--- config.mk ---
export PLATFORM = sky130hd
export DESIGN_NAME = sosc_core
export DESIGN_NICKNAME = d
export VERILOG_FILES = /design/src/logic/sosc_pkg.sv /design/src/logic/sosc_press_timer.sv /design/src/logic/sosc_core.sv
export SDC_FILE = /design/constraint.sdc
export NUM_CORES = 1
export LEC_CHECK = 0
export ABC_AREA = 1
export BUFFER_PORTS_ARGS = -buffer_cell sky130_fd_sc_hd__buf_2
export CORE_MARGIN = 2
export CORE_UTILIZATION = 50
export CTS_BUF_LIST = sky130_fd_sc_hd__clkbuf_4 sky130_fd_sc_hd__clkbuf_8
export DETAILED_ROUTE_END_ITERATION = 6
export GPL_ROUTABILITY_DRIVEN = 1
export PLACE_DENSITY = 0.67
export REMOVE_ABC_BUFFERS = 1
export SLEW_MARGIN = 20
export SYNTH_ARGS = -nofsm -noshare
export SYNTH_HDL_FRONTEND = slang
export SYNTH_SLANG_ARGS = --single-unit
--- constraint.sdc ---
create_clock -name mclk -period 4.7 [get_ports mclk]
set_input_delay 0.47 -clock mclk [delete_from_list [all_inputs] [get_ports mclk]]
set_output_delay 0.47 -clock mclk [all_outputs]
set_load 0.02 [all_outputs]
--- src/logic/sosc_pkg.sv ---
// Package: shared constants, types and carriers for the safety output start control
package sosc_pkg;

    localparam int unsigned CLK_HZ = 25000000;
    localparam int unsigned MS_DIV = CLK_HZ / 1000;
    localparam int unsigned T_RESTART_MS = 80;
    localparam int unsigned T_PRESS_MIN_MS = 500;
    localparam int unsigned T_PRESS_MAX_MS = 5000;
    localparam int unsigned T_FB_OPEN_MS = 350;
    localparam int unsigned T_FB_CLOSE_MS = 100;
    localparam int unsigned T_DEBOUNCE_MS = 10;
    localparam int unsigned MAX_SLAVES = 2;
    localparam int unsigned SLOT_MS = 1;

    typedef enum logic [3:0] {
        SOSC_ST_INIT = 4'h1,
        SOSC_ST_ON = 4'h2,
        SOSC_ST_OFF = 4'h4,
        SOSC_ST_LOCK = 4'h8
    } sosc_state_e;

    // Sensing inputs from the optics front end and output readback
    typedef struct packed {
        logic beam_blocked;
        logic extraneous_light;
        logic chan_fault;
        logic wiring_ok;
        logic optic_sync;
    } sosc_sense_s;

    // Status reported alongside the safety outputs
    typedef struct packed {
        logic lockout;
        logic fb_fault;
        logic armed;
    } sosc_status_s;

endpackage

--- src/logic/sosc_press_timer.sv ---
// Start button synchroniser, debouncer and press duration measurement
module sosc_press_timer #(
    parameter int unsigned DEB_MS = sosc_pkg::T_DEBOUNCE_MS,
    parameter int unsigned MIN_MS = sosc_pkg::T_PRESS_MIN_MS,
    parameter int unsigned MAX_MS = sosc_pkg::T_PRESS_MAX_MS
) (
    input wire logic mclk,
    input wire logic rst,
    input wire logic ms_tick,
    input wire logic button_pin,
    output logic start_valid
);

    typedef struct packed {
        logic sync1;
        logic sync2;
        logic level;
        logic [15:0] deb_cnt;
        logic [15:0] press_ms;
        logic valid;
    } sosc_pt_s;

    sosc_pt_s s_r;
    sosc_pt_s s_nxt;

    always_comb begin
        s_nxt = s_r;
        s_nxt.valid = 1'b0;
        s_nxt.sync1 = button_pin;
        s_nxt.sync2 = s_r.sync1;
        // Debounce: level only follows after a stable run of DEB_MS ticks
        if (s_r.sync2 == s_r.level) begin
            s_nxt.deb_cnt = 16'h0000;
        end else if (ms_tick) begin
            if (s_r.deb_cnt >= 16'(DEB_MS - 1)) begin
                s_nxt.level = s_r.sync2;
                s_nxt.deb_cnt = 16'h0000;
            end else begin
                s_nxt.deb_cnt = s_r.deb_cnt + 16'h0001;
            end
        end
        if (s_r.level && ms_tick && s_r.press_ms != 16'hFFFF) begin
            s_nxt.press_ms = s_r.press_ms + 16'h0001;
        end
        // Release edge judges the press window
        if (s_r.level && !s_nxt.level) begin
            s_nxt.valid = (s_r.press_ms >= 16'(MIN_MS)) && (s_r.press_ms <= 16'(MAX_MS));
            s_nxt.press_ms = 16'h0000;
        end
    end

    always_ff @(posedge mclk or posedge rst) begin
        if (rst) begin
            s_r <= '0;
        end else begin
            s_r <= s_nxt;
        end
    end

    assign start_valid = s_r.valid;
endmodule

--- src/logic/sosc_core.sv ---
// Safety output start control: output switching, restart, feedback check, cascade
// What this block does
// - Blocked beam forces both safety outputs OFF.
// - Fault on either output channel forces both outputs OFF.
// - Extraneous light at the receiver forces both outputs OFF.
// - Except at automatic-mode power-up, a fault latches outputs OFF until valid restart.
// - Automatic mode: outputs ON at power-up if wired, fault-free, field clear.
// - Monitored mode: ON again only if conditions hold and 80 ms OFF elapsed.
// - Button held at least 0.5 s; start fires on release edge.
// - Restart accepted only for press between 0.5 s and 5 s.
// - Feedback must open within 350 ms after outputs ON, else fault.
// - Feedback must close within 100 ms after outputs OFF, else fault.
// - Contactor feedback fault enters safe state with outputs OFF.
// - Feedback checked on every output change and before restart.
// - A master supports at most two cascaded slaves.
// - Master merges slave results and gives slaves separate time slots.
// - Any unit works as master or slave.
// - Transmitter and receiver synchronise optically only.
module sosc_core #(
    parameter int unsigned NUM_SLAVES = sosc_pkg::MAX_SLAVES,
    parameter int unsigned MS_CYCLES = sosc_pkg::MS_DIV
) (
    input wire logic mclk,
    input wire logic rst,
    input wire sosc_pkg::sosc_sense_s sense_pin,
    input wire logic auto_start_pin,
    input wire logic fb_enable_pin,
    input wire logic fb_closed_pin,
    input wire logic start_button_pin,
    input wire logic master_role_pin,
    input wire logic [sosc_pkg::MAX_SLAVES-1:0] slave_clear_pin,
    input wire logic [sosc_pkg::MAX_SLAVES-1:0] slave_present_pin,
    output logic safety_switching_output_a,
    output logic safety_switching_output_b,
    output logic [sosc_pkg::MAX_SLAVES-1:0] slave_slot_enable,
    output logic field_clear_out,
    output sosc_pkg::sosc_status_s status
);

    localparam int unsigned SLV = sosc_pkg::MAX_SLAVES;

    typedef struct packed {
        logic [4:0] sense1;
        logic [4:0] sense2;
        logic [3:0] ctl1;
        logic [3:0] ctl2;
        logic [SLV-1:0] slv1;
        logic [SLV-1:0] slv2;
        logic [SLV-1:0] prs1;
        logic [SLV-1:0] prs2;
        logic [15:0] div_cnt;
        logic ms_tick;
        sosc_pkg::sosc_state_e st;
        logic [15:0] off_ms;
        logic [15:0] fb_ms;
        logic fb_pend_open;
        logic fb_pend_close;
        logic fb_fault;
        logic out_on;
        logic [7:0] slot_ms;
        logic [SLV-1:0] slot;
        logic [SLV-1:0] field_clear_slv;
    } sosc_core_s;

    sosc_core_s s_r;
    sosc_core_s s_nxt;
    logic start_valid;
    sosc_pkg::sosc_sense_s sn;
    logic auto_mode;
    logic fb_en;
    logic fb_closed;
    logic is_master;
    logic [SLV-1:0] slv_clear;
    logic [SLV-1:0] slv_present;
    logic local_clear;
    logic cascade_clear;
    logic run_ok;
    logic restart_ok;

    sosc_press_timer u_press (
        .mclk(mclk),
        .rst(rst),
        .ms_tick(s_r.ms_tick),
        .button_pin(start_button_pin),
        .start_valid(start_valid)
    );

    // Synchronised views of the pins; only the second stage is read
    assign sn = sosc_pkg::sosc_sense_s'(s_r.sense2);
    assign auto_mode = s_r.ctl2[0];
    assign fb_en = s_r.ctl2[1];
    assign fb_closed = s_r.ctl2[2];
    assign is_master = s_r.ctl2[3];
    assign slv_clear = s_r.slv2;
    assign slv_present = s_r.prs2;

    // Optical sync lost means no trustworthy field reading
    assign local_clear = !sn.beam_blocked && sn.optic_sync;
    // Master merges slave verdicts; absent slaves count as clear
    assign cascade_clear = !is_master || (&(s_r.field_clear_slv | ~slv_present));
    assign run_ok = local_clear && cascade_clear && !sn.extraneous_light
        && !sn.chan_fault && sn.wiring_ok;
    // Feedback must read closed before a restart may be granted
    assign restart_ok = run_ok && !s_r.fb_fault && (!fb_en || fb_closed);

    always_comb begin
        s_nxt = s_r;
        s_nxt.sense1 = sense_pin;
        s_nxt.sense2 = s_r.sense1;
        s_nxt.ctl1 = {master_role_pin, fb_closed_pin, fb_enable_pin, auto_start_pin};
        s_nxt.ctl2 = s_r.ctl1;
        s_nxt.slv1 = slave_clear_pin;
        s_nxt.slv2 = s_r.slv1;
        s_nxt.prs1 = slave_present_pin;
        s_nxt.prs2 = s_r.prs1;

        s_nxt.ms_tick = 1'b0;
        if (s_r.div_cnt >= 16'(MS_CYCLES - 1)) begin
            s_nxt.div_cnt = 16'h0000;
            s_nxt.ms_tick = 1'b1;
        end else begin
            s_nxt.div_cnt = s_r.div_cnt + 16'h0001;
        end

        // Slots rotate one slave per period so slave emitters never overlap
        if (s_r.ms_tick) begin
            if (s_r.slot_ms >= 8'(sosc_pkg::SLOT_MS - 1)) begin
                s_nxt.slot_ms = 8'h00;
                s_nxt.slot = {s_r.slot[SLV-2:0], s_r.slot[SLV-1]};
                if (s_r.slot == '0) begin
                    s_nxt.slot = SLV'(1);
                end
            end else begin
                s_nxt.slot_ms = s_r.slot_ms + 8'h01;
            end
        end
        for (int i = 0; i < SLV; i++) begin
            // A slave verdict only refreshes inside its own slot
            if (s_r.slot[i] && i < NUM_SLAVES) begin
                s_nxt.field_clear_slv[i] = slv_clear[i];
            end
            if (!slv_present[i]) begin
                s_nxt.field_clear_slv[i] = 1'b0;
            end
        end

        if (s_r.ms_tick && s_r.off_ms != 16'hFFFF) begin
            s_nxt.off_ms = s_r.off_ms + 16'h0001;
        end
        if (s_r.ms_tick && s_r.fb_ms != 16'hFFFF) begin
            s_nxt.fb_ms = s_r.fb_ms + 16'h0001;
        end

        // Feedback deadlines after each output change
        if (fb_en && s_r.fb_pend_open) begin
            if (!fb_closed) begin
                s_nxt.fb_pend_open = 1'b0;
            end else if (s_r.fb_ms >= 16'(sosc_pkg::T_FB_OPEN_MS)) begin
                s_nxt.fb_fault = 1'b1;
            end
        end
        if (fb_en && s_r.fb_pend_close) begin
            if (fb_closed) begin
                s_nxt.fb_pend_close = 1'b0;
            end else if (s_r.fb_ms >= 16'(sosc_pkg::T_FB_CLOSE_MS)) begin
                s_nxt.fb_fault = 1'b1;
            end
        end
        if (!fb_en) begin
            s_nxt.fb_pend_open = 1'b0;
            s_nxt.fb_pend_close = 1'b0;
        end

        case (s_r.st)
            sosc_pkg::SOSC_ST_INIT: begin
                s_nxt.out_on = 1'b0;
                // Synchronisers read zero until filled, so monitored mode waits for a tick
                if (auto_mode && restart_ok) begin
                    s_nxt.st = sosc_pkg::SOSC_ST_ON;
                    s_nxt.out_on = 1'b1;
                    s_nxt.fb_pend_open = fb_en;
                    s_nxt.fb_ms = 16'h0000;
                end else if (!auto_mode && s_r.ms_tick) begin
                    s_nxt.st = sosc_pkg::SOSC_ST_OFF;
                    s_nxt.off_ms = 16'h0000;
                end
            end
            sosc_pkg::SOSC_ST_ON: begin
                if (sn.chan_fault || s_nxt.fb_fault) begin
                    s_nxt.st = sosc_pkg::SOSC_ST_LOCK;
                    s_nxt.out_on = 1'b0;
                    s_nxt.fb_pend_open = 1'b0;
                    s_nxt.fb_pend_close = fb_en;
                    s_nxt.fb_ms = 16'h0000;
                    s_nxt.off_ms = 16'h0000;
                end else if (!run_ok) begin
                    s_nxt.st = sosc_pkg::SOSC_ST_OFF;
                    s_nxt.out_on = 1'b0;
                    s_nxt.fb_pend_open = 1'b0;
                    s_nxt.fb_pend_close = fb_en;
                    s_nxt.fb_ms = 16'h0000;
                    s_nxt.off_ms = 16'h0000;
                end
            end
            sosc_pkg::SOSC_ST_OFF: begin
                if (sn.chan_fault || s_nxt.fb_fault) begin
                    s_nxt.st = sosc_pkg::SOSC_ST_LOCK;
                end else if (restart_ok && !s_r.fb_pend_close && (auto_mode
                        || (start_valid && s_r.off_ms >= 16'(sosc_pkg::T_RESTART_MS)))) begin
                    s_nxt.st = sosc_pkg::SOSC_ST_ON;
                    s_nxt.out_on = 1'b1;
                    s_nxt.fb_pend_open = fb_en;
                    s_nxt.fb_ms = 16'h0000;
                end
            end
            sosc_pkg::SOSC_ST_LOCK: begin
                s_nxt.out_on = 1'b0;
                // Only a valid button restart clears a latched fault
                if (start_valid && run_ok && (!fb_en || fb_closed)
                        && s_r.off_ms >= 16'(sosc_pkg::T_RESTART_MS)) begin
                    s_nxt.st = sosc_pkg::SOSC_ST_OFF;
                    s_nxt.fb_fault = 1'b0;
                    s_nxt.fb_pend_close = 1'b0;
                end
            end
            default: begin
                s_nxt.st = sosc_pkg::SOSC_ST_LOCK;
                s_nxt.out_on = 1'b0;
            end
        endcase
    end

    always_ff @(posedge mclk or posedge rst) begin
        if (rst) begin
            s_r <= '0;
            s_r.st <= sosc_pkg::SOSC_ST_INIT;
        end else begin
            s_r <= s_nxt;
        end
    end

    // One flop feeds both channels so they cannot diverge
    assign safety_switching_output_a = s_r.out_on;
    assign safety_switching_output_b = s_r.out_on;
    assign slave_slot_enable = is_master ? s_r.slot : '0;
    assign field_clear_out = s_r.out_on;
    assign status = '{
        lockout: (s_r.st == sosc_pkg::SOSC_ST_LOCK),
        fb_fault: s_r.fb_fault,
        armed: (s_r.st == sosc_pkg::SOSC_ST_OFF)
    };
endmodule

==> results of run 1 <==
[placed cells by master (no fill, tap or decap), types with 2 or more instances in the layout]
master / count
a21oi_1: 15
nor2_1: 111
o211ai_1: 2
inv_1: 96
a21oi_4: 2
clkinv_4: 2
bufinv_16: 3
buf_2: 23
buf_4: 2
nand3_1: 40
nand3_2: 3
xnor2_1: 4
nor4_1: 5
nor3_1: 21
nand2_1: 117
dfrtp_1: 122
inv_2: 4
inv_6: 7
o21a_1: 2
nor2_2: 10
a211oi_1: 2
o31ai_1: 4
nor3_4: 2
nand2_2: 2
nand4_1: 14
xor2_1: 37
clkbuf_8: 17
nor2b_1: 11
and2_1: 3
nand3b_1: 2
o21ai_0: 29
ha_1: 10
a31oi_1: 4
nor3_2: 3
[state kept, by name, summed over array words and instances, names as in the netlist]
signal,flops
u_press.s_nxt,1
field_clear_out,1
auto_mode,1
u_press.s_r,34
status,1
slv_present,2
slv_clear,2
sn,5
u_press.start_valid,1
is_master,1
fb_closed,1
fb_en,1
s_r,59
s_nxt,13
[cell families after synthesis]
logic type | count (synthesis) | share of synthesized area, %
flip-flops | 123 | 51.0
other | 1 | 0.0622
buffers and inverters | 116 | 7.80
adder cells (fa/ha/maj) | 10 | 2.07
AND/OR/NAND/NOR | 350 | 26.6
XOR/XNOR | 41 | 5.95
AO/OA/AOI/OAI | 65 | 6.49
[final timing paths]
| kind | end | slack, ps | cells after the start |
|---|---|---|---|
| max | s_r[29]$_DFF_PP0_ | 2360 | 11 |
| min | s_nxt[89]$_DFF_PP0_ | 60 | 2 |
| max reg2reg | s_r[29]$_DFF_PP0_ | 2360 | 11 |
| min reg2reg | auto_mode$_DFF_PP0_ | 350 | 0 |
| max in group asynchronous | field_clear_out$_DFFE_PP0P_ | 3600 | 3 |
| min in group mclk | s_nxt[87]$_DFF_PP0_ | 120 | 1 |
[report_power, final]
group / switching, W / internal [W] / leakage (nW)
Sequential: 0.000104 / 0.00116 / 1.59
Combinational: 0.000198 / 0.000135 / 1.30
Clock: 0.000452 / 0.000542 / 0.213
[layout make-up]
type                    count  area (um^2)  share of cell area [%]
clock inverters            14          181                    2.72
repair buffers             25          130                    1.95
inverters                 101          382                    5.71
flip-flops and latches    123         3080                    46.1
well taps                 147          184                    2.75
clock buffers              18          241                    3.61
multi-input cells         467         2480                    37.2
[routing by layer]
layer  vias up  track usage (%)  routed length (um)
met5         -                0                   0
li1       2291                -                   -
met3        11             5.31                 364
met2        68             31.3                5420
met4         0             6.83                 126
met1      2071             23.6                4970
[through the flow]
step           worst slack (ps)  power, W  util, %
5_1_grt                    2140   0.00274     56.1
6_report                   2360   0.00259     56.1
3_5_place_dp               2390   0.00161     52.5
2_1_floorplan               961   0.00152        -
4_1_cts                    2380   0.00262     56.1
3_3_place_gp               2520   0.00159     52.5
==> impl_metrics.tcl, run 1 <==
set metrics [dict create \
    worstSkewPairLatency_ps 450 \
    h-tree-depth 4 \
    r2r_start "s_r[17]$_DFF_PP0_" \
    rsz0062_at_grt "false" \
    place_inst 863 \
    synth_edf_count 0 \
    yosysWarningCount 0 \
    cts.sinks 123 \
    synth.avg_cell_area_um2 8.55 \
    core_area_mm2 0.0119 \
    relSlewSlack_pct 50.1 \
    post_cts_buffers 0 \
    cp_slowest_stage_delay_ps 560 \
    post_cts_resized 0 \
    synthCells 706 \
    max_freq_ghz 0.428 \
    crit_start "s_r[17]$_DFF_PP0_" \
    die_w_um 114 \
    critical-path-top-delay-family "simple AND/OR/NAND/NOR gates" \
    powerDensity_mw_per_mm2 387 \
    synth_common_cells "122 x dfrtp_1, 117 x nand2_1, 111 x nor2_1" \
    crit_chain "ha_1, inv_1, nor2_1, nand2_1, nor2_1, nor2_1, nand4_1, nor2_1, xor2_1, nand2_1, inv_1" \
    required_ps 5080 \
    fin_area_mm2 0.00668 \
    yosys.area.top_type_share_pct 50.6 \
    fill_cells 1073 \
    p_leak_nw 3.10 \
    antenna_found_initial 0 \
    start_util_pct 50.7 \
    worst_pin_slew_ps 745 \
    nets 761 \
    placed_area_mm2 0.00626 \
    dr.pass1.iters 4 \
    worst_hold_path_type "in -> async" \
    finalSetupTns_ps 0 \
    numCtsBuffers 17 \
    clock_skew_ps 13.3 \
    ant_nets 0 \
    tritoncts "done" \
    dp.final_hpwl_um 7720 \
    netlist_top_cells_area "dfrtp_1 51%, nand2_1 7.3%, nor2_1 6.9%" \
    drt_iter0_markers 224 \
    whs_ps 55.4 \
    cp_num_buf_inv 2 \
    die_y_um 114 \
    cp-end-kind "flop" \
    syn2layout_area_growth_pct 10.7 \
    cp_common_cell "nor2_1" \
    setup_viol 0 \
    arrival_ps 2720 \
    period_share_pct 49.8 \
    slew_violations 0 \
    grt_pass1_vias 4403 \
    path_clk_slew_ps 80 \
    dr_total_vias 4441 \
    yosysSeqAreaShare_pct 51.0 \
    vias_per_cell 4.96 \
    ys_types 45 \
    drt_drc_violations_left 0 \
    drt_wl_total_um 10900 \
    grt_pass1_wl_um 19300 \
    synth-seq-cells 123 \
    drive_gt1_share_pct 12.0 \
    gp_congestion 0.906 \
    period_minus_slack_ps 2340 \
    wl_per_cell_um 12.2 \
    critPathMaxFanout 13 \
    hold_buffers 0 \
    netlist_area_mm2 0.00603 \
    root_buffer "clkbuf_8" \
    overflow 0 \
    portBuffers 23 \
    status "finished clean" \
    num_io_pins 24 \
    die-area_mm2 0.0130 \
    finalHoldViolCount 0 \
    yosys.cell_count.top_type "dfrtp_1" \
    crit_type "reg -> reg" \
    ir_drop_mv 0.218 \
    startpoint_type "flop" \
    drv_cap 0 \
    rows 40 \
    instances_no_fill 895 \
    grt_max_degree 55 \
    post-synth-top-area-cell "dfrtp_1" \
    grtUsageTotal_pct 18.8 \
    async_flop_share_pct 100 \
    num_antenna_cells 0 \
    synthFlopType "dfrtp_1" \
    clockBufferDepth 2 \
    slowest_stage "nor2_1" \
]
No activity file was read; power rests on OpenSTA's default activity.
==> run 2: changes to the inputs <==
clock period = 2.4 ns   (was 4.7 ns; I/O delays follow)
==> run 2 against run 1 <==
Compared with the run above:
- wire length rose by 4.8%
- clock power rose by 86%
- flip-flop and latch count did not move
- final cell count rose by 2.3%
- highest routed layer unchanged
==> impl_metrics.tcl, run 2 (synthesis gave the netlist of run 1 again) <==
set metrics [dict create \
    min_to "slv_present[0]$_DFF_PP0_" \
    worst_hold_path_type "reg -> reg" \
    worst_r2r_endpoint "s_r[30]$_DFF_PP0_" \
    path_clk_slew_ps 80 \
    ant_nets 0 \
    worstSkewPairLatency_ps 440 \
    rows 40 \
    clockBufferDepth 2 \
    r2r_cells 13 \
    hp-start "s_nxt[69]$_DFF_PP0_" \
    period_minus_slack_ps 2090 \
    dr.pass1.iters 4 \
    clock_skew_ps 11.4 \
    fin_area_mm2 0.00687 \
    placed_area_mm2 0.00632 \
    max_freq_ghz 0.479 \
    final_common_cell "dfrtp_1" \
    start_util_pct 50.7 \
    num_io_pins 24 \
    tritoncts "done" \
    antenna_found_initial 0 \
    die_y_um 114 \
    wl_per_cell_um 12.5 \
    arrival_ps 2410 \
    vias_per_cell 4.97 \
    num_antenna_cells 0 \
    grtUsageTotal_pct 19.9 \
    grt_pass1_vias 4494 \
    drt_wl_total_um 11400 \
    root_buffer "clkbuf_8" \
    place_ws_ps 312 \
    cp-end-kind "flop" \
    worst_pin_slew_ps 580 \
    ir_drop_mv 0.382 \
    required_ps 2730 \
    grt_pass1_wl_um 20300 \
    drv_cap 0 \
    post_cts_resized 0 \
    cts.sinks 123 \
    rsz0062_at_grt "false" \
    setup_viol 0 \
    largest_register_ffs 59 \
    final_cell_mix "122 x dfrtp_1, 117 x nand2_1, 111 x nor2_1" \
    drive_gt1_share_pct 12.5 \
    numCtsBuffers 17 \
    finalHoldViolCount 0 \
    critPathMaxFanout 16 \
    crit_start "s_r[16]$_DFF_PP0_" \
    core_area_mm2 0.0119 \
    portBuffers 23 \
    whs_path_depth 0 \
    period_share_pct 86.9 \
    dp.final_hpwl_um 8060 \
    grt_max_degree 49 \
    powerDensity_mw_per_mm2 727 \
    die-area_mm2 0.0130 \
    drt_drc_violations_left 0 \
    startpoint_type "flop" \
    p_leak_nw 3.18 \
    syn2layout_area_growth_pct 13.9 \
    top_register "s_r" \
    drt_iter0_markers 280 \
    nets 782 \
    r2r_start "s_r[16]$_DFF_PP0_" \
    relSlewSlack_pct 61.4 \
    dr_total_vias 4549 \
    r2r_slack_ps 310 \
    slew_violations 0 \
    die_w_um 114 \
    h-tree-depth 4 \
    status "finished clean" \
    overflow 0 \
    gp_congestion 0.897 \
    crit_type "reg -> reg" \
    setup_ws_ps 314 \
]
-- run 2: layout make-up --
| type | count | area (um^2) |
|---|---|---|
| multi-input cells | 467 | 2480 |
| well taps | 147 | 184 |
| fillers | 1059 | 5040 |
| clock inverters | 14 | 158 |
| inverters | 101 | 382 |
| clock buffers | 18 | 248 |
| flip-flops and latches | 123 | 3080 |
| repair buffers | 46 | 338 |
-- run 2: worst max path at each step --
stage | slack (ps) | end
3_3_place_gp | 400 | s_r[30]$_DFF_PP0_
2_1_floorplan | -1110 | auto_mode$_DFF_PP0_
4_1_cts | 290 | s_r[30]$_DFF_PP0_
6_report | 310 | s_r[30]$_DFF_PP0_
3_5_place_dp | 310 | s_r[30]$_DFF_PP0_
5_1_grt | 90 | s_r[30]$_DFF_PP0_
-- run 2: per-layer routing --
metal | global-route usage, % | wire length, um | up-vias
met1 | 25.6 | 5260 | 2142
met4 | 6.67 | 121 | 0
met2 | 32.7 | 5670 | 62
met5 | 0 | 0 | -
met3 | 5.58 | 362 | 13
li1 | - | - | 2332
-- run 2: what timing repair did --
action | CTS | global route
hold endpoints to repair | 59 | 0
hold buffers | 15 | 0
setup buffers | 0 | 0
-- run 2: critical path: stages, from the launching register on --
cell and delay, ps:
dfrtp_1 390, inv_1 80, ha_1 200, nor2_1 80
nor2_1 50, nand2_1 50, nand2_1 40, nand2_1 50
nand2_1 50, nand2_1 100, nand3_1 150, o21ai_2 190
nand3_2 260, and2_1 270
-- run 2: stage by stage --
| stage | hold slack, ps | cells | setup TNS (ps) | util, % | power (W) |
|---|---|---|---|---|---|
| floorplan | 271 | 691 | -135560 | - | 0.00298 |
| global placement | 333 | 869 | 0 | 53.0 | 0.00312 |
| detailed placement | 335 | 869 | 0 | 53.0 | 0.00316 |
| CTS | 343 | 916 | 0 | 57.7 | 0.00505 |
| global route | 359 | 916 | 0 | 57.7 | 0.00531 |
| finish | 343 | 916 | 0 | 57.7 | 0.00499 |
-- run 2: report_power, final --
group / switching [W] / internal [W]
clock: 0.000883 / 0.000969
sequential: 0.000206 / 0.00226
combinational: 0.000389 / 0.000284
